### src/rtl/psram_seq_defs.vh
/*
 * Constants for the memory power-up and hardware-reset sequencer.
 * Assumes a 10 MHz system clock; included by the sequencer sources.
 */
// Summary of operation
// - Finish self-initialization within 150 us, then ready
// - Init wait starts only after reset released
// - Reset low returns device to idle standby
// - Reset restores configuration registers to defaults
// - Reset stops refresh, clears row counter
`ifndef PSRAM_SEQ_DEFS_VH
`define PSRAM_SEQ_DEFS_VH

`define CLK_PERIOD_NS        100
`define INIT_WAIT_TIME_US    150
// Longest time: round down
`define INIT_WAIT_CYCLES     ((`INIT_WAIT_TIME_US * 1000) / `CLK_PERIOD_NS)
// Pin edge to ready: sample slip, two sync stages, state register
`define INIT_PIPE_CYCLES     4
`define CLEAR_PULSE_MIN_WIDTH_NS 200
`define RELEASE_TO_SELECT_GAP_NS 200
`define ASSERT_TO_SELECT_GAP_NS  400

`define ROW_BITS             13
`define ROW_DEFAULT          13'h0000
`define REFRESH_INTERVAL     8
`define CFG_WIDTH            16
`define CFG0_DEFAULT         16'h8f1f
`define CFG1_DEFAULT         16'h0002

`define ST_RESET             2'h0
`define ST_INIT              2'h1
`define ST_READY             2'h2

`endif

### src/rtl/psram_refresh_row.v
/*
 * Self-refresh row walker: issues one refresh pulse per interval
 * and steps the row address. Assumes run is low while reset is held.
 */
`timescale 1ns/10ps
`include "psram_seq_defs.vh"

module psram_refresh_row
#(
	parameter ROW_BITS = `ROW_BITS,
	parameter INTERVAL = `REFRESH_INTERVAL
)
(
	// Clock and reset
	input  wire                sys_clk,
	input  wire                rst_n,
	// Control
	input  wire                run,
	// Refresh output
	output reg                 refresh_pulse_r,
	output reg  [ROW_BITS-1:0] refresh_row_r
);

	reg  [15:0]          gap_r;

	always @(posedge sys_clk)
	begin
		if (!rst_n || !run)
		begin
			gap_r           <= 16'h0000;
			refresh_pulse_r <= 1'b0;
			refresh_row_r   <= `ROW_DEFAULT;
		end
		else if (gap_r == INTERVAL[15:0] - 16'h0001)
		begin
			gap_r           <= 16'h0000;
			refresh_pulse_r <= 1'b1;
			refresh_row_r   <= refresh_row_r + {{(ROW_BITS-1){1'b0}}, 1'b1};
		end
		else
		begin
			gap_r           <= gap_r + 16'h0001;
			refresh_pulse_r <= 1'b0;
		end
	end

endmodule // psram_refresh_row

### src/rtl/psram_power_seq.v
/*
 * Power-up and hardware-reset sequencer of the pseudo-static memory.
 * Assumes power-on is signalled by the system reset rst_n; the memory's
 * reset and select pins come from another clock and are synchronised.
 * Array refresh during init and operation uses the row walker.
 * Ready rises no later than INIT_CYCLES clocks after the reset pin
 * goes high, sync latency included; a reset pin low for two clocks
 * or more is always seen. Configuration writes are expected only
 * while ready; any earlier write is dropped. Select is watched
 * only to flag an access during the init wait.
 */
`timescale 1ns/10ps
`include "psram_seq_defs.vh"

module psram_power_seq
#(
	parameter INIT_CYCLES = `INIT_WAIT_CYCLES,
	parameter ROW_BITS    = `ROW_BITS,
	parameter CFG_WIDTH   = `CFG_WIDTH
)
(
	// Clock and power-on reset
	input  wire                 sys_clk,
	input  wire                 rst_n,
	// Memory pins
	input  wire                 mem_reset_n,
	input  wire                 mem_select_n,
	// Configuration writes from the transaction engine
	input  wire                 cfg_wr,
	input  wire                 cfg_sel,
	input  wire [CFG_WIDTH-1:0] cfg_wdata,
	// Status
	output reg                  ready_r,
	output reg                  initializing_r,
	output reg                  standby_r,
	output reg                  early_select_r,
	output reg  [CFG_WIDTH-1:0] cfg0_r,
	output reg  [CFG_WIDTH-1:0] cfg1_r,
	// Refresh
	output wire                 refresh_pulse,
	output wire [ROW_BITS-1:0]  refresh_row
);

	// Wait shortened by the pin latency so ready meets the deadline
	localparam INIT_LAST = INIT_CYCLES - `INIT_PIPE_CYCLES;
	localparam PIN_COUNT = 2;
	// Level per pin while the stages fill: reset held, select idle
	localparam [PIN_COUNT-1:0] PIN_IDLE = 2'h2;

	wire [PIN_COUNT-1:0] pin_raw;
	wire [PIN_COUNT-1:0] pin_sync;
	reg  [1:0]           state_r;
	reg  [1:0]           state_nxt;
	reg  [31:0]          count_r;
	reg  [31:0]          count_nxt;
	wire                 hw_reset_n;
	wire                 select_seen;
	wire                 refresh_run;
	wire                 leave_init;
	wire                 cfg0_take;
	wire                 cfg1_take;

	assign pin_raw = {mem_select_n, mem_reset_n};

	// Two-stage synchroniser per pin
	genvar g;
	generate
		for (g = 0; g < PIN_COUNT; g = g + 1)
		begin : g_pin_sync
			reg  [1:0] stage_r;

			always @(posedge sys_clk)
			begin
				if (!rst_n)
					stage_r <= {2{PIN_IDLE[g]}};
				else
					stage_r <= {stage_r[0], pin_raw[g]};
			end

			assign pin_sync[g] = stage_r[1];
		end
	endgenerate

	assign hw_reset_n  = pin_sync[0];
	assign select_seen = !pin_sync[1];
	assign leave_init  = (count_r >= INIT_LAST);

	// Sequencing state machine
	always @*
	begin
		state_nxt = state_r;
		case (state_r)
			`ST_RESET:
			begin
				if (hw_reset_n)
					state_nxt = `ST_INIT;
			end
			`ST_INIT:
			begin
				if (!hw_reset_n)
					state_nxt = `ST_RESET;
				else if (leave_init)
					state_nxt = `ST_READY;
			end
			`ST_READY:
			begin
				if (!hw_reset_n)
					state_nxt = `ST_RESET;
			end
			default:
			begin
				state_nxt = `ST_RESET;
			end
		endcase
	end

	// Init wait counter runs only while the reset pin stays high in init
	always @*
	begin
		if (state_r == `ST_INIT && hw_reset_n && !leave_init)
			count_nxt = count_r + 32'h1;
		else if (state_r == `ST_INIT && hw_reset_n)
			count_nxt = count_r;
		else
			count_nxt = 32'h0;
	end

	always @(posedge sys_clk)
	begin
		if (!rst_n)
			state_r <= `ST_RESET;
		else
			state_r <= state_nxt;
	end

	always @(posedge sys_clk)
	begin
		if (!rst_n)
			count_r <= 32'h0;
		else
			count_r <= count_nxt;
	end

	// Phase flags follow the next state so they change with it
	always @(posedge sys_clk)
	begin
		if (!rst_n)
			ready_r <= 1'b0;
		else
			ready_r <= (state_nxt == `ST_READY);
	end

	always @(posedge sys_clk)
	begin
		if (!rst_n)
			initializing_r <= 1'b0;
		else
			initializing_r <= (state_nxt == `ST_INIT);
	end

	always @(posedge sys_clk)
	begin
		if (!rst_n)
			standby_r <= 1'b1;
		else
			standby_r <= (state_nxt != `ST_INIT);
	end

	// Sticky until reset: select seen during init
	always @(posedge sys_clk)
	begin
		if (!rst_n)
			early_select_r <= 1'b0;
		else if (state_r == `ST_RESET)
			early_select_r <= 1'b0;
		else if (select_seen && state_r == `ST_INIT)
			early_select_r <= 1'b1;
	end

	// Configuration registers; writes land only once ready
	assign cfg0_take = cfg_wr && !cfg_sel && (state_r == `ST_READY);
	assign cfg1_take = cfg_wr && cfg_sel && (state_r == `ST_READY);

	always @(posedge sys_clk)
	begin
		if (!rst_n || !hw_reset_n)
			cfg0_r <= `CFG0_DEFAULT;
		else if (cfg0_take)
			cfg0_r <= cfg_wdata;
	end

	always @(posedge sys_clk)
	begin
		if (!rst_n || !hw_reset_n)
			cfg1_r <= `CFG1_DEFAULT;
		else if (cfg1_take)
			cfg1_r <= cfg_wdata;
	end

	// Refresh halts while the reset pin is low; the walker then
	// restarts from its default row
	assign refresh_run = (state_r != `ST_RESET) && hw_reset_n;

	psram_refresh_row
	#(
		.ROW_BITS (ROW_BITS),
		.INTERVAL (`REFRESH_INTERVAL)
	)
	u_refresh
	(
		.sys_clk         (sys_clk),
		.rst_n           (rst_n),
		.run             (refresh_run),
		.refresh_pulse_r (refresh_pulse),
		.refresh_row_r   (refresh_row)
	);

endmodule // psram_power_seq

### config.mk
export PLATFORM = sky130hd
export DESIGN_NAME = psram_power_seq
export DESIGN_NICKNAME = d
export VERILOG_FILES = /design/src/rtl/psram_refresh_row.v /design/src/rtl/psram_power_seq.v
export VERILOG_INCLUDE_DIRS = /design/src /design/src/rtl
export SDC_FILE = /design/constraint.sdc
export NUM_CORES = 1
export LEC_CHECK = 0
export ABC_AREA = 1
export BUFFER_PORTS_ARGS = -buffer_cell sky130_fd_sc_hd__buf_2
export CORE_ASPECT_RATIO = 1.75
export CORE_MARGIN = 4
export CORE_UTILIZATION = 36
export DETAILED_ROUTE_END_ITERATION = 12
export MAX_ROUTING_LAYER = met4
export PLACE_DENSITY_LB_ADDON = 0.15
export SLEW_MARGIN = 40
export SYNTH_ARGS = -nofsm -noshare
export SYNTH_HDL_FRONTEND = slang
export SYNTH_HIERARCHICAL = 1
export SYNTH_SLANG_ARGS = --single-unit
export TNS_END_PERCENT = 20
### constraint.sdc
create_clock -name sys_clk -period 1.3 [get_ports sys_clk]
set_input_delay 0.13 -clock sys_clk [delete_from_list [all_inputs] [get_ports sys_clk]]
set_output_delay 0.13 -clock sys_clk [all_outputs]
set_load 0.05 [all_outputs]
# Word-level counts from Yosys, hierarchy flattened
# Cells that the tools add are included.
[word_totals] wordCells=53 n_memories=0 mem_bits_rw=0 latch_bits=0 romBits=0 regBits=104
[classes] order_cmp=1 n_reduce_logical=20 mul=0 bitwise_logic=1 shifts=0 eq_ne=7 n_div=0 addsub=3 n_mux=8
[op_table] operator="$mux W32" n=2
[op_table] operator="$add A32 B1 Y32 const B" n=1
[op_table] operator="$ge A32 B11 Y1 const B" n=1
[op_table] operator="$add A16 B1 Y16 const B" n=1
[op_table] operator="$eq A16 B3 Y1 const B" n=1
[op_table] operator="$add A13 B1 Y13 const B" n=1
[op_table] operator="$logic_and A1 B1 Y1" n=8
[op_table] operator="$mux W2" n=4
[op_table] operator="$logic_not A1 Y1" n=6
[op_table] operator="$pmux W2 S3" n=1
[op_table] operator="$eq A2 B1 Y1 const B" n=2
[op_table] operator="$eq A2 B2 Y1 const B" n=2
[op_table] operator="$ne A2 B1 Y1 const B" n=2
[op_table] operator="$reduce_or A2 Y1" n=2
[op_table] operator="$logic_not A2 Y1" n=1
[op_table] operator="$logic_or A1 B1 Y1" n=2
[op_table] operator="$reduce_bool A2 Y1" n=1
[op_table] operator="$mux W1" n=1
[op_table] operator="$not A1 Y1" n=1

# Logic depth before layout (Yosys ltp)
[depth] depth_word=5 ltp_mapped=11

# Modules after synthesis
# The synthesis kept the hierarchy.
[modules_own_cells] mod="psram_power_seq" instances=1 cells_per_inst=377 area_each_um2=2790.2 seq_area_each_um2=1481.4
[modules_own_cells] mod="psram_refresh_row" instances=1 cells_per_inst=237 area_each_um2=1720.4 seq_area_each_um2=600.6

# Worst setup path after synthesis
# No wires, ideal clock.
[synth_timing] kind="register -> register" from="register u_refresh.refresh_row_r[0]" to="register u_refresh.refresh_row_r[12]" arrival_time_ns=1.529 required_time_ns=1.178 period_less_slack_ns=1.650 path_slack_ns=-0.350 stages_incl_launch_ff=9 setup_time_ns=0.122 cell_sequence="dfxtp_1 -> ha_1 -> nand2_1 -> nor2_1 -> nand3_1 -> nand2_1 -> nand2_1 -> nand2_1 -> a21oi_1"
[synth_between] elab_chain_cells=1
[synth_lines] element="start, declared" line_no="psram_refresh_row.v:21" rtl="output reg [ROW_BITS-1:0] refresh_row_r"
[synth_lines] element="start signal, assigned" line_no="psram_refresh_row.v:32" rtl="refresh_row_r <= `ROW_DEFAULT;"
[synth_lines] element="start signal, assigned" line_no="psram_refresh_row.v:38" rtl="refresh_row_r <= refresh_row_r + {{(ROW_BITS-1){1'b0}}, 1'b1};"
[synth_lines] element="$add A13 B1 Y13" line_no="psram_refresh_row.v:38"
# No other way between the ends.
# A chain may end at the register's enable or synchronous reset.

# Worst setup path after layout
[layout_timing] from="register count_r[25]" to="register count_r[9]"
[layout_between] elab_chain_cells=4 elab_cells_between_ends=5
[layout_lines] element="start, declared" line_no="psram_power_seq.v:54" rtl="reg [31:0] count_r;"
[layout_lines] element="start signal, assigned" line_no="psram_power_seq.v:141" rtl="count_r <= count_nxt;"
[layout_lines] element="$ge A32 B11 Y1 *" line_no="psram_power_seq.v:86" rtl="assign leave_init = (count_r >= INIT_LAST);"
[layout_lines] element="$logic_not A1 Y1 *" line_no="psram_power_seq.v:120" rtl="if (state_r == `ST_INIT && hw_reset_n && !leave_init)"
[layout_lines] element="$logic_and A1 B1 Y1 *" line_no="psram_power_seq.v:120"
[layout_lines] element="$ne A2 B1 Y1 (no source line) or $mux W32 (tied branches)"
# Mark *: on every way between the ends. The rest lies on a longest branch, timed or not.

==> metrics <==
Least-Margin Pin Slew=0.316 ns; largest net degree at the start of global routing=33; dpl hpwl=7750 µm; worst reg-to-reg setup slack=-0.09 ns; global-route wire length before repair=17900 µm; Post-route DRC=0; # fillers=1220; clock latency on the worst-skew pair=0.35 ns; Worst Hold Class=primary input to flop; worst hold slack=0.00826 ns; total power=0.00590 W; Vias/cell=4.52; post-synth top area cell=dfxtp_1; n_diodes=0; I/O pins=72; wire per inst=11.7 µm; Critical Path Source Type=flop; crit path kind=flop to flop; critical path, cell by cell=nor2_1, nand2_1, nor2_2, nand3_2, nor2_4, clkbuf_16, nand3_4, a21oi_2; final count of hold timing violations=0; Util after Layout=48.6%; # H-tree levels=3; vias in the first global route=4018; fraction of synthesized area in multiplexers=0%; Setup crit end kind=flop; worst flop-to-flop path startpoint=count_r[25]; Setup crit end=count_r[9]; CTS Buf Count=9; failing checks=setup timing; Longest Clk Path Bufs=2; Min Clock Period, post-route=1.39 ns; status=complete, but fails checks; highest clock rate=721 MHz; share of layout cells above drive strength 1=33.5%; Leak=2.46 nW; Crit path largest cell delay=0.32 ns; Synth Cell Area=4510 µm²; final weighted congestion in routability-driven placement=0.866; Reg-to-Reg End=count_r[9]; Final Slew Violations=0; Yosys reg bits=104; Final setup viols=35; Layout Nets=755; worst-path fanout max=7; Synth Area in Simple Gates=35.4%; initial core utilization=37.2%; initial antenna violation count=0; Max stage delay cell, worst path=dfxtp_2; Worst-path clk slew=0.08 ns; GR Util All Layers=15.6%; die area=14500 µm²; Site Rows=53; Worst Skew=0.00697 ns; initial drt markers=131; P&R area growth vs syn=30.9%; Slew HR=78.8%; R2R depth=8; Synth Instances=614; TritonCTS clock tree=yes; post-route ant nets=0; DIE WIDTH=92.6 µm; Worst IR Drop VDD=705 µV; total core area=12100 µm²; critical path required time=1.58 ns; largest cells by area after synthesis=dfxtp_1 46%, nand2_1 11%, nor2_1 10%; Buffers on Ports=71; Synthesis Warnings=6; final worst slack=-0.0878 ns; Post-Route WL=10500 µm; origin of the worst setup path=count_r[25]; Die Y=156 µm; register area share after synthesis=46.2%; Root Driver=clkbuf_16; post-synthesis xor/xnor area fraction=2.14%; Hold Path Depth=3; GRT overflow=0; Yosys cell types=31; largest family of logic cells by synthesized area=simple AND/OR/NAND/NOR gates; vias after detailed routing=4059; Max-Cap Viols=0; Synth Area in Adders=1.11%; syn avg cell area=7.35 µm²; setup TNS=-0.874 ns; drt pass-1 iters=4; RSZ-0062 raised after global routing=true; Arrival @ worst endpoint=1.66 ns; Tcrit/Tclk final=107%; clock sinks=104; syn_nets=640; PwrDens=1000 nW/µm²; Compound-Gate Fraction of Synth Area=6.07%; Synth top area share=46.2%
sequential cells by signal (all words and copies together), names as in the netlist:
signal                     cells
early_select_r                 1
cfg1_r                        16
u_refresh/gap_r               16
count_r                       32
u_refresh/refresh_row_r       13
initializing_r                 1
cfg0_r                        16
u_refresh/refresh_pulse_r      1
ready_r                        1
g_pin_sync.stage_r             4
state_r                        2
standby_r                      1
cell type report:
class / count / area, µm² / share of cell area [%]
multi-input combinational: 415 / 2190 / 37.0
sequential: 104 / 2120 / 35.9
timing repair buffer: 118 / 791 / 13.4
inverter: 80 / 308 / 5.21
clock buffer: 9 / 225 / 3.82
tap: 165 / 206 / 3.50
clock inverter: 7 / 60.1 / 1.02
timing repair inverter: 1 / 7.51 / 0.127
worst max-delay path, delay by kind of cell (launching register included):
kind,cells,cell delay (ns)
compound gates,1,0.15
buf+inv,1,0.18
flops,1,0.32
simple gates,6,0.65
cells in the mapped netlist, drive strengths merged:
cell      n
nand2   144
ha        4
nor3      9
nor2    140
inv      80
a21oi    25
dfxtp   104
nand3b    4
or2       3
o21ai    23
nand3    38
nand4    12
xnor2     1
buf      11
clkbuf    4
nor4      2
xor2     10
cells by family after synthesis:
family / count (synthesis)
AO/OA/AOI/OAI: 48
flip-flops: 104
adder cells (fa/ha/maj): 4
AND/OR/NAND/NOR: 352
buffers and inverters: 95
XOR/XNOR: 11
where the power goes:
group          leakage [nW]  internal (W)  switching (W)  total [W]
clock network         0.145       0.00134        0.00127    0.00261
logic                  1.46     0.0000462      0.0000552   0.000101
registers             0.852       0.00318     0.00000375    0.00319
total                  2.46       0.00457        0.00133    0.00590
cell usage in the layout (no fill, tap or decap), drive strengths merged:
cell type and count:
ha 4, dlygate4sd3 5, nand4 12, a21oi 25, o21ai 23, clkinv 2
clkbuf 10, nor4 2, dfxtp 104, or2 3, buf 112, xor2 10
nand2 144, nand3b 4, nand3 38, nor2 140, clkinvlp 1, inv 85
xnor2 1, nor3 9
how the worst min path moves through the flow:
stage,startpoint,endpoint
5_1_grt,cfg_wdata[15],cfg0_r[15]
2_1_floorplan,rst_n,g_pin_sync[0].stage_r[0]
4_1_cts,cfg_wdata[1],cfg1_r[1]
3_5_place_dp,mem_reset_n,g_pin_sync[0].stage_r[0]
6_report,cfg_wdata[15],cfg0_r[15]
3_3_place_gp,mem_reset_n,g_pin_sync[0].stage_r[0]
per-layer routing:
| metal | routed length, µm | vias up | share of wire, % | global-route usage [%] |
|---|---|---|---|---|
| li1 | - | 2126 | - | - |
| met1 | 4200 | 1849 | 40 | 16.1 |
| met2 | 5720 | 69 | 54 | 28.5 |
| met3 | 411 | 15 | 3.9 | 3.52 |
| met4 | 180 | 0 | 1.7 | 5.73 |
| met5 | 0 | - | 0 | - |
stage by stage:
step / instance area (µm²) / cells / worst slack, ns
2_1_floorplan: 4540 / 614 / 0.00250
3_3_place_gp: 5290 / 870 / -0.0693
3_5_place_dp: 5290 / 870 / -0.0899
4_1_cts: 5700 / 896 / -0.0801
5_1_grt: 5900 / 899 / -0.228
6_report: 5900 / 899 / -0.0878
repair_timing:
action | in CTS | in global routing
endpoints found under the hold margin | 5 | 0
endpoints found under the setup margin | 37 | 89
setup buffers | 4 | 2
gates cloned | 1 | 1
pin swaps | 8 | 31
hold buffers | 5 | 0
resized for setup | 16 | 55
Power figures use the tool's default switching activity.
